`config.mk`:
```
export PLATFORM = sky130hd
export DESIGN_NAME = mfp_output_select
export DESIGN_NICKNAME = d
export VERILOG_FILES = /design/src/shared/mfp_pkg.sv /design/src/verilog/mfp_pulse_src.sv /design/src/verilog/mfp_output_select.sv
export SDC_FILE = /design/constraint.sdc
export NUM_CORES = 1
export LEC_CHECK = 0
export BUFFER_PORTS_ARGS = -buffer_cell sky130_fd_sc_hd__buf_4
export CAP_MARGIN = 20
export CORE_ASPECT_RATIO = 1.4
export CORE_MARGIN = 2
export CORE_UTILIZATION = 47
export CTS_BUF_LIST = sky130_fd_sc_hd__clkbuf_2 sky130_fd_sc_hd__clkbuf_4 sky130_fd_sc_hd__clkbuf_8
export CTS_CLUSTER_DIAMETER = 150
export DETAILED_ROUTE_END_ITERATION = 10
export PLACE_DENSITY = 0.87
export RECOVER_POWER = 50
export REMOVE_ABC_BUFFERS = 1
export SLEW_MARGIN = 20
export SYNTH_ARGS = -nofsm -noshare
export SYNTH_HDL_FRONTEND = slang
export SYNTH_SLANG_ARGS = --single-unit
```
`constraint.sdc`:
```
create_clock -name core_clk -period 4.8 [get_ports core_clk]
set_input_delay 0.24 -clock core_clk [delete_from_list [all_inputs] [get_ports core_clk]]
set_output_delay 0.24 -clock core_clk [all_outputs]
set_load 0.02 [all_outputs]
```
`src/shared/mfp_pkg.sv`:
```
package mfp_pkg;

   // ----------------------------------------
   // sizes and status field positions
   // ----------------------------------------
   localparam int NUM_LOOPS = 4;
   localparam int NUM_REFS = 4;
   localparam int REF_FAULT_BIT = 2;
   localparam int REF_VALID_BIT = 3;
   localparam int REF_ACTIVE_LSB = 4;

   // ----------------------------------------
   // timing counts, in core_clk cycles, and the pin reset level
   // ----------------------------------------
   localparam int CLK_DIV_FACTOR = 32;
   localparam int WDOG_STROBE_CYCLES = 32;
   localparam logic MFP_PIN_RESET = 1'b0;

   // ----------------------------------------
   // output select codes, direction bit set
   // ----------------------------------------
   localparam int DIR_BIT = 7;
   localparam logic [7:0] SEL_LOW = 8'h80;
   localparam logic [7:0] SEL_HIGH = 8'h81;
   localparam logic [7:0] SEL_CLK_DIV = 8'h82;
   localparam logic [7:0] SEL_WDOG = 8'h83;
   localparam logic [7:0] SEL_RP_CAL = 8'h84;
   localparam logic [7:0] SEL_RP_LOCK = 8'h85;
   localparam logic [7:0] SEL_RP_STABLE = 8'h86;
   localparam logic [7:0] SEL_ALL_LOCK = 8'h87;
   localparam logic [7:0] SEL_LOOP_LOCK0 = 8'h88;
   localparam logic [7:0] SEL_EE_WRITE = 8'h8C;
   localparam logic [7:0] SEL_EE_READ = 8'h8D;
   localparam logic [7:0] SEL_EE_FAULT = 8'h8E;
   localparam logic [7:0] SEL_IRQ_ANY = 8'h90;
   localparam logic [7:0] SEL_IRQ_COMMON = 8'h91;
   localparam logic [7:0] SEL_IRQ_LOOP0 = 8'h92;
   localparam logic [7:0] SEL_REF_FAULT0 = 8'hA0;
   localparam logic [7:0] SEL_REF_VALID0 = 8'hA8;
   localparam logic [7:0] SEL_REF_ACTIVE0 = 8'hB0;

   // per-loop codes: 0xC0 + 0x10 * loop + offset
   localparam logic [1:0] LOOP_GROUP = 2'h3;
   localparam logic [3:0] OFF_PHASE = 4'h0;
   localparam logic [3:0] OFF_FREQ = 4'h1;
   localparam logic [3:0] OFF_ALOCK = 4'h2;
   localparam logic [3:0] OFF_ACAL = 4'h3;
   localparam logic [3:0] OFF_ACTIVE = 4'h4;
   localparam logic [3:0] OFF_FREERUN = 4'h5;
   localparam logic [3:0] OFF_HOLD = 4'h6;
   localparam logic [3:0] OFF_SWITCH = 4'h7;
   localparam logic [3:0] OFF_HAVAIL = 4'h8;
   localparam logic [3:0] OFF_HUPD = 4'h9;
   localparam logic [3:0] OFF_CLAMP = 4'hA;
   localparam logic [3:0] OFF_SLEW = 4'hB;
   localparam logic [3:0] OFF_SYNC = 4'hC;
   localparam logic [3:0] OFF_DEMAP = 4'hD;

   // ----------------------------------------
   // status carriers
   // ----------------------------------------
   typedef struct packed {
      logic phase_lock;
      logic freq_lock;
      logic analog_lock;
      logic analog_cal;
      logic free_run;
      logic holdover;
      logic switchover;
      logic hist_avail;
      logic hist_updated;
      logic clamp;
      logic slew_limited;
      logic sync_pulse;
      logic demap_clamped;
   } mfp_loop_s;

   typedef struct packed {
      logic cal_busy;
      logic lock;
      logic stable;
   } mfp_refpll_s;

   typedef struct packed {
      logic write_busy;
      logic read_busy;
      logic fault;
   } mfp_eeprom_s;

   typedef struct packed {
      logic common;
      logic [NUM_LOOPS-1:0] loop;
   } mfp_irq_s;

   typedef enum logic [1:0] {
      STB_IDLE = 2'b01,
      STB_ACTIVE = 2'b10
   } mfp_stb_e;

endpackage

```
`src/verilog/mfp_pulse_src.sv`:
```
`timescale 1ns/1ps

module mfp_pulse_src
   import mfp_pkg::*;
#(
   parameter int STROBE_LEN = WDOG_STROBE_CYCLES
) (
   input wire logic core_clk,
   input wire logic reset,
   input wire logic wd_expire,
   output logic div_clk_q,
   output logic wd_strobe_q
);

   localparam int HALF = CLK_DIV_FACTOR / 2;
   localparam int SW = $clog2(STROBE_LEN + 1);

   if (STROBE_LEN < 2 || STROBE_LEN > 4096) begin : g_chk
      $error("strobe length out of range");
   end

   logic [3:0] half_q;
   logic [SW-1:0] stb_cnt_q;
   mfp_stb_e state_q;

   // ----------------------------------------
   // clock divider, toggles every half period
   // ----------------------------------------
   always_ff @(posedge core_clk) begin
      if (reset) begin
         half_q <= 4'h0;
         div_clk_q <= 1'b0;
      end else begin
         half_q <= half_q + 4'h1;
         if (half_q == 4'(HALF - 1)) begin
            div_clk_q <= ~div_clk_q;
         end
      end
   end

   // ----------------------------------------
   // watchdog strobe stretcher, retriggerable
   // ----------------------------------------
   always_ff @(posedge core_clk) begin
      if (reset) begin
         state_q <= STB_IDLE;
         stb_cnt_q <= '0;
         wd_strobe_q <= 1'b0;
      end else begin
         case (state_q)
            STB_IDLE: begin
               if (wd_expire) begin
                  state_q <= STB_ACTIVE;
                  stb_cnt_q <= '0;
                  wd_strobe_q <= 1'b1;
               end
            end
            STB_ACTIVE: begin
               if (wd_expire) begin
                  stb_cnt_q <= '0;
               end else if (stb_cnt_q == SW'(STROBE_LEN - 1)) begin
                  state_q <= STB_IDLE;
                  wd_strobe_q <= 1'b0;
               end else begin
                  stb_cnt_q <= stb_cnt_q + SW'(1);
               end
            end
            default: begin
               state_q <= STB_IDLE;
               wd_strobe_q <= 1'b0;
            end
         endcase
      end
   end

   // ----------------------------------------
   // checks
   // ----------------------------------------
   logic [SW:0] hi_len_q;
   always_ff @(posedge core_clk) begin
      if (reset || !wd_strobe_q || wd_expire) begin
         hi_len_q <= '0; // restart on each trigger
      end else begin
         hi_len_q <= hi_len_q + (SW+1)'(1);
      end
   end
endmodule

```
`src/verilog/mfp_output_select.sv`:
```
`timescale 1ns/1ps

// Operation
// - top bit set: output; 80 low, 81 high
// - code 82 gives clock divided by 32
// - code 83 gives 32-cycle watchdog strobe
// - 84-86: reference pll busy, lock, stable
// - 88-8B: loop phase, analog, reference lock
// - code 87 ands all four loop locks
// - 8C-8E: eeprom write, read, fault
// - 90 any interrupt, 91 common, 92-95 loops
// - A0-A3: reference fault, status bit 2
// - A8-AB: reference valid, status bit 3
// - B0-B3: reference active, or bits 4-7
// - C0-C3: loop zero lock and cal flags
// - loop active ors one bit across references
// - C5-C7: free run, holdover, switchover
// - C8, CA, CB: history, clamp, slew flags
// - C9 history updated, no enable needed
// - CC: loop zero distribution sync pulse
// - CD: demapping controller clamped flag
// - D0-DD: loop one, same order
// - top bit clear: pin is an input
// - loops two, three at E0 and F0
module mfp_output_select
   import mfp_pkg::*;
#(
   parameter int STROBE_LEN = WDOG_STROBE_CYCLES
) (
   input wire logic core_clk,
   input wire logic reset,
   input wire logic [7:0] pin_sel,
   input wire logic pin_in,
   input wire logic wd_expire,
   input wire mfp_refpll_s refpll_st,
   input wire mfp_eeprom_s eeprom_st,
   input wire mfp_irq_s irq_st,
   input wire logic [NUM_REFS-1:0][7:0] ref_status,
   input wire mfp_loop_s [NUM_LOOPS-1:0] loop_st,
   output logic pin_out_q,
   output logic pin_oe_q,
   output logic [6:0] ctrl_func_sel_q,
   output logic ctrl_func_level_q
);

   if (NUM_LOOPS != 4 || NUM_REFS != 4) begin : g_chk
      $error("select map serves four loops and four references");
   end

   // ----------------------------------------
   // time sources
   // ----------------------------------------
   logic div_clk;
   logic wd_strobe;

   mfp_pulse_src #(
      .STROBE_LEN(STROBE_LEN)
   ) u_pulse (
      .core_clk(core_clk),
      .reset(reset),
      .wd_expire(wd_expire),
      .div_clk_q(div_clk),
      .wd_strobe_q(wd_strobe)
   );

   // ----------------------------------------
   // derived per-loop and per-reference flags
   // ----------------------------------------
   logic [NUM_LOOPS-1:0] loop_lock;
   logic [NUM_LOOPS-1:0] loop_active;
   logic [NUM_REFS-1:0] ref_fault;
   logic [NUM_REFS-1:0] ref_valid;
   logic [NUM_REFS-1:0] ref_active;
   logic [NUM_LOOPS-1:0][NUM_REFS-1:0] act_tr;
   logic all_lock;
   logic irq_any;

   for (genvar g = 0; g < NUM_LOOPS; g++) begin : g_loop
      // combined lock of one loop
      assign loop_lock[g] = loop_st[g].phase_lock
         & loop_st[g].analog_lock & refpll_st.lock;
      for (genvar r = 0; r < NUM_REFS; r++) begin : g_ref
         assign act_tr[g][r] = ref_status[r][REF_ACTIVE_LSB + g];
      end
      // loop active on any reference
      assign loop_active[g] = |act_tr[g];
   end

   for (genvar r = 0; r < NUM_REFS; r++) begin : g_refst
      assign ref_fault[r] = ref_status[r][REF_FAULT_BIT];
      assign ref_valid[r] = ref_status[r][REF_VALID_BIT];
      assign ref_active[r] =
         |ref_status[r][REF_ACTIVE_LSB +: NUM_LOOPS];
   end

   // grouped lock and interrupt terms
   assign all_lock = &loop_lock;
   assign irq_any = irq_st.common | (|irq_st.loop);

   // ----------------------------------------
   // output select decode
   // ----------------------------------------
   logic sel_d;
   logic [1:0] lp;
   logic [3:0] off;
   mfp_loop_s cur;

   assign lp = pin_sel[5:4];
   assign off = pin_sel[3:0];
   assign cur = loop_st[lp];

   // one loop's pattern, shared by all four loops
   always_comb begin
      sel_d = 1'b0;
      if (!pin_sel[DIR_BIT]) begin
         sel_d = 1'b0;
      end else if (pin_sel[7:6] == LOOP_GROUP) begin
         case (off)
            OFF_PHASE: sel_d = cur.phase_lock;
            OFF_FREQ: sel_d = cur.freq_lock;
            OFF_ALOCK: sel_d = cur.analog_lock;
            OFF_ACAL: sel_d = cur.analog_cal;
            OFF_ACTIVE: sel_d = loop_active[lp];
            OFF_FREERUN: sel_d = cur.free_run;
            OFF_HOLD: sel_d = cur.holdover;
            OFF_SWITCH: sel_d = cur.switchover;
            OFF_HAVAIL: sel_d = cur.hist_avail;
            OFF_HUPD: sel_d = cur.hist_updated;
            OFF_CLAMP: sel_d = cur.clamp;
            OFF_SLEW: sel_d = cur.slew_limited;
            OFF_SYNC: sel_d = cur.sync_pulse;
            OFF_DEMAP: sel_d = cur.demap_clamped;
            default: sel_d = 1'b0;
         endcase
      end else begin
         case (pin_sel)
            SEL_LOW: sel_d = 1'b0;
            SEL_HIGH: sel_d = 1'b1;
            SEL_CLK_DIV: sel_d = div_clk;
            SEL_WDOG: sel_d = wd_strobe;
            SEL_RP_CAL: sel_d = refpll_st.cal_busy;
            SEL_RP_LOCK: sel_d = refpll_st.lock;
            SEL_RP_STABLE: sel_d = refpll_st.stable;
            SEL_ALL_LOCK: sel_d = all_lock;
            SEL_EE_WRITE: sel_d = eeprom_st.write_busy;
            SEL_EE_READ: sel_d = eeprom_st.read_busy;
            SEL_EE_FAULT: sel_d = eeprom_st.fault;
            SEL_IRQ_ANY: sel_d = irq_any;
            SEL_IRQ_COMMON: sel_d = irq_st.common;
            default: begin
               if (pin_sel[7:2] == SEL_LOOP_LOCK0[7:2]) begin
                  sel_d = loop_lock[pin_sel[1:0]];
               end else if (pin_sel[7:2] == SEL_IRQ_LOOP0[7:2]
                  && pin_sel[1:0] >= SEL_IRQ_LOOP0[1:0]) begin
                  sel_d = irq_st.loop[2'(pin_sel[1:0] - 2'h2)];
               end else if (pin_sel[7:2] == SEL_IRQ_LOOP0[7:2] + 6'h1
                  && pin_sel[1:0] < SEL_IRQ_LOOP0[1:0]) begin
                  sel_d = irq_st.loop[2'(pin_sel[1:0] + 2'h2)];
               end else if (pin_sel[7:2] == SEL_REF_FAULT0[7:2]) begin
                  sel_d = ref_fault[pin_sel[1:0]];
               end else if (pin_sel[7:2] == SEL_REF_VALID0[7:2]) begin
                  sel_d = ref_valid[pin_sel[1:0]];
               end else if (pin_sel[7:2] == SEL_REF_ACTIVE0[7:2]) begin
                  sel_d = ref_active[pin_sel[1:0]];
               end else begin
                  sel_d = 1'b0;
               end
            end
         endcase
      end
   end

   // ----------------------------------------
   // pin drive, registered against glitches
   // ----------------------------------------
   always_ff @(posedge core_clk) begin
      if (reset) begin
         pin_out_q <= MFP_PIN_RESET;
         pin_oe_q <= 1'b0;
      end else begin
         pin_out_q <= sel_d;
         pin_oe_q <= pin_sel[DIR_BIT];
      end
   end

   // ----------------------------------------
   // input mode: level handed to control logic
   // ----------------------------------------
   always_ff @(posedge core_clk) begin
      if (reset) begin
         ctrl_func_sel_q <= 7'h00;
         ctrl_func_level_q <= 1'b0;
      end else if (!pin_sel[DIR_BIT]) begin
         ctrl_func_sel_q <= pin_sel[6:0];
         ctrl_func_level_q <= pin_in;
      end else begin
         ctrl_func_sel_q <= 7'h00;
         ctrl_func_level_q <= 1'b0;
      end
   end
endmodule

```
; Word level (Yosys, flattened, before mapping)
; Index checks and enable logic that the tools add are counted.
; Widths: inputs -> output; s select.
[classes]
n_eq_ne = 41
bitwise_logic = 11
addsub = 4
n_mux = 37
n_reduce_logical = 18
n_lt_le_gt_ge = 6
[op_table]
columns = op, count
row1 = $eq 8x8->1 const B, 13
row2 = $eq 6x6->1 const B, 6
row3 = $reduce_or 4->1, 9
row4 = $eq 4x4->1 const B, 7
row5 = $bmux 13 s2, 1
row6 = $mux 6, 3
row7 = $mux 1, 17
row8 = $eq 4x3->1 const B, 4
row9 = $bmux 1 s2, 7
row10 = $pmux 1 s14, 1
row11 = $mux 13, 1
row12 = $pmux 1 s13, 1
row13 = $lt 2x3->1 const B, 4
row14 = $pmux 6 s2, 1
row15 = $and 1x1->1, 8
row16 = $eq 4x2->1 const B, 2
row17 = $add 6x1->6 const B, 1
row18 = $eq 6x5->1 const B, 1
row19 = $mux 2, 3
row20 = $reduce_and 3->1, 2
row21 = $add 4x1->4 const B, 1
row22 = $eq 2x2->1 const B, 2
row23 = $eq 4x1->1 const B, 1
row24 = $logic_not 4->1, 1
row25 = 16 further kinds, 20
[word_totals]
out_inout_bits = 10
elab_cells = 126
register_bits = 24

; Depth between registers and ports, before layout
[logic_depth]
ltp_word = 11
ltp_mapped = 8
depth_no_buf = 7

; Modules after synthesis
; A second synthesis with hierarchy kept.
[hier_totals]
cells_unflattened = 212
area_unflattened_um2 = 1951.9
[modules_own_cells]
columns = mod, seq_area_each_um2, n_inst, area_per_inst_um2, cells_per_inst
row1 = mfp_output_select, 200.2, 1, 1361.3, 150
row2 = mfp_pulse_src, 260.2, 1, 590.6, 62

; Least setup slack after synthesis
; No wires, ideal clock.
[synth_path]
path_kind = input to register
startpoint = input port pin_sel[0]
endpoint = register pin_out_q
required_ns = 4.683
stages = 6
arrival_time_ns = 1.678
n_path_buf = 1
setup_ns = 0.117
setup_slack_ns = 3.005
path_cell_list = buf_6 mux4_2 nand4b_1 o21ai_1 or4_1 a32o_1
[synth_via]
elab_chain_len = 10
elab_cells_between_ends = 54
cone_classes = 2 x add/sub / 2 x order compare / 26 x eq/ne / 21 x mux / 3 x reduce/logical
[synth_rtl]
columns = element, line_no
row1 = from (decl), mfp_output_select.sv:32  ; input wire logic [7:0] pin_sel,
row2 = $bmux 1 s2, mfp_output_select.sv:164  ; sel_d = ref_active[pin_sel[1:0]];
row3 = $mux 1 (implied by the code), mfp_output_select.sv:164
row4 = $mux 1, mfp_output_select.sv:163  ; end else if (pin_sel[7:2] == SEL_REF_ACTIVE0[7:2]) begin
row5 = $mux 1, mfp_output_select.sv:161  ; end else if (pin_sel[7:2] == SEL_REF_VALID0[7:2]) begin
row6 = $mux 1, mfp_output_select.sv:159  ; end else if (pin_sel[7:2] == SEL_REF_FAULT0[7:2]) begin
row7 = $mux 1, mfp_output_select.sv:156  ; end else if (pin_sel[7:2] == SEL_IRQ_LOOP0[7:2] + 6'h1
row8 = $mux 1, mfp_output_select.sv:153  ; end else if (pin_sel[7:2] == SEL_IRQ_LOOP0[7:2]
row9 = $mux 1, mfp_output_select.sv:151  ; if (pin_sel[7:2] == SEL_LOOP_LOCK0[7:2]) begin
row10 = $pmux 1 s13, mfp_output_select.sv:136  ; case (pin_sel)
row11 = $mux 1 (*), mfp_output_select.sv:117  ; end else if (pin_sel[7:6] == LOOP_GROUP) begin
row12 = to (signal assigned), mfp_output_select.sv:181  ; pin_out_q <= sel_d;
row13 = to (decl), mfp_output_select.sv:40  ; output logic pin_out_q,
; Every way passes the cells marked *; elsewhere a longest branch is shown, timed or not. The select of a mux whose other input is x is not followed.
; A chain may end at the register's enable or synchronous reset.

; Worst setup path after layout
[layout_path]
startpoint = input port pin_sel[4]
endpoint = register pin_out_q
[layout_via]
elab_chain_len = 9
elab_cells_between_ends = 34
cone_classes = 19 x eq/ne / 13 x mux / 2 x reduce/logical
[layout_rtl]
columns = element, line_no
row1 = $eq 6x6->1, mfp_output_select.sv:163
row2 = $mux 1, mfp_output_select.sv:163
row3 = $mux 1, mfp_output_select.sv:161
row4 = $mux 1, mfp_output_select.sv:159
row5 = $mux 1, mfp_output_select.sv:156
row6 = $mux 1, mfp_output_select.sv:153
row7 = $mux 1, mfp_output_select.sv:151
row8 = $pmux 1 s13, mfp_output_select.sv:136
row9 = $mux 1 (*), mfp_output_select.sv:117
; Marked as above.

==> run metrics <==
clock latency on the worst-skew pair 0.26 ns; GRT overflow 0; Max clock buf depth 2; Slew Limit Headroom 0.542; Die Ht 77.5 microns; Pwr Density 182 nW/um^2; f_max 538 MHz; Root Driver clkbuf_8; CP Launch Type input pin; number of synthesized flops with an enable pin 0; commonest non-fill, non-tap cell in the layout buf_4; yosys warns 0; WL final 5390 microns; CTS resizes 0; Boundary Pins 117; Row Count 26; gpl congestion 0.875; Fill cells 291; die area 4380 sq um; number of routed nets with antenna violations 0; share of the synthesized area in the top cell type 0.254; P_leak 1.12 nW; RR Startpoint u_pulse.stb_cnt_q[0]$_SDFFE_PP0P_; vias post-DR 2066; Util after Layout 0.718; Starting Density 0.494; Critical Path End Type flip-flop; Cell variety after synth 46; asr flop ratio synth 0; clk_skew 0.00280 ns; Final Max Tran Viols 0; average wire per standard cell 15.9 microns; first-pass GRT wire length 9010 microns; CP Data Required Time 4.95 ns; design area 2640 sq um; RSZ-0062 raised after global routing no; DP HPWL 4360 microns; syn_area_per_cell 9.17 sq um; # setup viols final 0; share of layout cells above drive strength 1 0.428; synthesis-to-layout area growth 45.4%; clk sinks 23; #FFs+latches synth 23; post-DR vias/cell 6.09; CP max FO 22; minimum clock period 1.86 ns; status completed; Hold Crit Class in -> reg; Max IR drop VDD 0.000188 V; crit path kind in -> reg; Tcrit/Tclk final 0.387; 1st-iter DRT viols 63; hold_buf cts 0; initial antenna violation count 0; Final WS setup 2.94 ns; Post-Layout Cell Count 339; Layout Nets 407; Hold Slack 0.190 ns; residual DRC count 0; vias in the first global route 2124; Syn Std Cell Area 1820 sq um; H-tree depth 1; DP Area 2610 sq um; die width 56.5 microns; Setup Buffers After CTS 0; CTS tree done; drt pass-1 iters 5; Worst EP arrival 2.01 ns; total of max-cap violations 0; Post-Syn Instances 198; final hold violations 0; Worst-Margin Slew 0.686 ns; I/O Buffers 108; commonest non-fill, non-tap cells in the layout buf_4 (104), dfxtp_1 (23), nor2_1 (15), mux4_2 (15), nand2_1 (13); cell taking the most area after synthesis dfxtp_1; top post-synthesis cells by area dfxtp_1 (25%), mux4_2 (19%), nor4_1 (4.1%); largest net degree at the start of global routing 24; Seq/Total Area, Yosys 0.254; Sum Neg Setup Slack 0 ns; Hold Crit Start pin_in; n_diodes 0; core box area 3680 sq um; register area 460 sq um; total track usage 0.251; CTS Buf Count 3; area of the multi-input gates 1270 sq um; dpl cells 335; CP startpoint pin_sel[4]; Synth Flop Type dfxtp_1; DP Worst Slack 2.68 ns; power after layout 480 uW; clock slew at reported path FFs 0.07 ns
[critical path, stage by stage]
cell,delay (ns)
buf_4,0.28
mux4_2,0.55
a32o_1,0.27
a211oi_1,0.28
nand4_1,0.15
a32o_1,0.24
[where the power goes]
group	total, mW	switching, mW	leakage [nW]	internal [mW]
logic	0.157	0.0630	0.901	0.0941
clock network	0.122	0.0570	0.0262	0.0648
registers	0.201	0.00334	0.188	0.198
total	0.480	0.123	1.12	0.357
[logic make-up (layout without fill, tap and decap cells)]
kind of cell | Yosys count | count (layout) | share of synthesized area
adder cells (fa/ha/maj) | 2 | 2 | 0.0138
multiplexers | 21 | 21 | 0.238
flip-flops | 23 | 23 | 0.254
AO/OA/AOI/OAI | 32 | 32 | 0.116
XOR/XNOR | 4 | 4 | 0.0193
AND/OR/NAND/NOR | 101 | 101 | 0.314
buffers and inverters | 15 | 114 | 0.0441
[state kept, by name, indices dropped and copies added, names as in the netlist]
name and flops:
ctrl_func_level_q 1, ctrl_func_sel_q 7, pin_oe_q 1, pin_out_q 1, u_pulse.div_clk_q 1, u_pulse.half_q 4
u_pulse.state_q 1, u_pulse.stb_cnt_q 6, u_pulse.wd_strobe_q 1
[layer usage]
| metal | wire length (microns) | vias to the layer above | global-route usage |
|---|---|---|---|
| li1 | - | 975 | - |
| met1 | 1810 | 976 | 0.265 |
| met2 | 2980 | 102 | 0.469 |
| met3 | 465 | 13 | 0.0550 |
| met4 | 131 | 0 | 0.0976 |
| met5 | 0 | - | 0 |
[cells in the mapped netlist, drive strengths merged (6+ instances only)]
cell / count
a21oi: 7
and2: 9
buf: 9
dfxtp: 23
mux4: 17
nand2: 13
nand3: 12
nand3b: 7
nand4: 6
nor2: 15
nor2b: 6
nor4: 12
o21ai: 10
[worst paths after layout]
check	to	slack [ns]	cells past startpoint
setup reg to reg	u_pulse.stb_cnt_q[5]$_SDFFE_PP0P_	3.27	7
setup / recovery	pin_out_q$_SDFF_PP0_	2.94	6
hold reg to reg	u_pulse.half_q[0]$_SDFF_PP0_	0.47	1
hold / removal	ctrl_func_level_q$_SDFF_PP0_	0.19	2
[cell type report]
cell class,count,area share
Clock buffer,4,0.0185
Sequential cell,23,0.174
Multi-Input combinational cell,160,0.483
Inverter,2,0.00284
Timing Repair Buffer,108,0.301
Tap cell,42,0.0199
No activity file was read; power rests on OpenSTA's default activity.
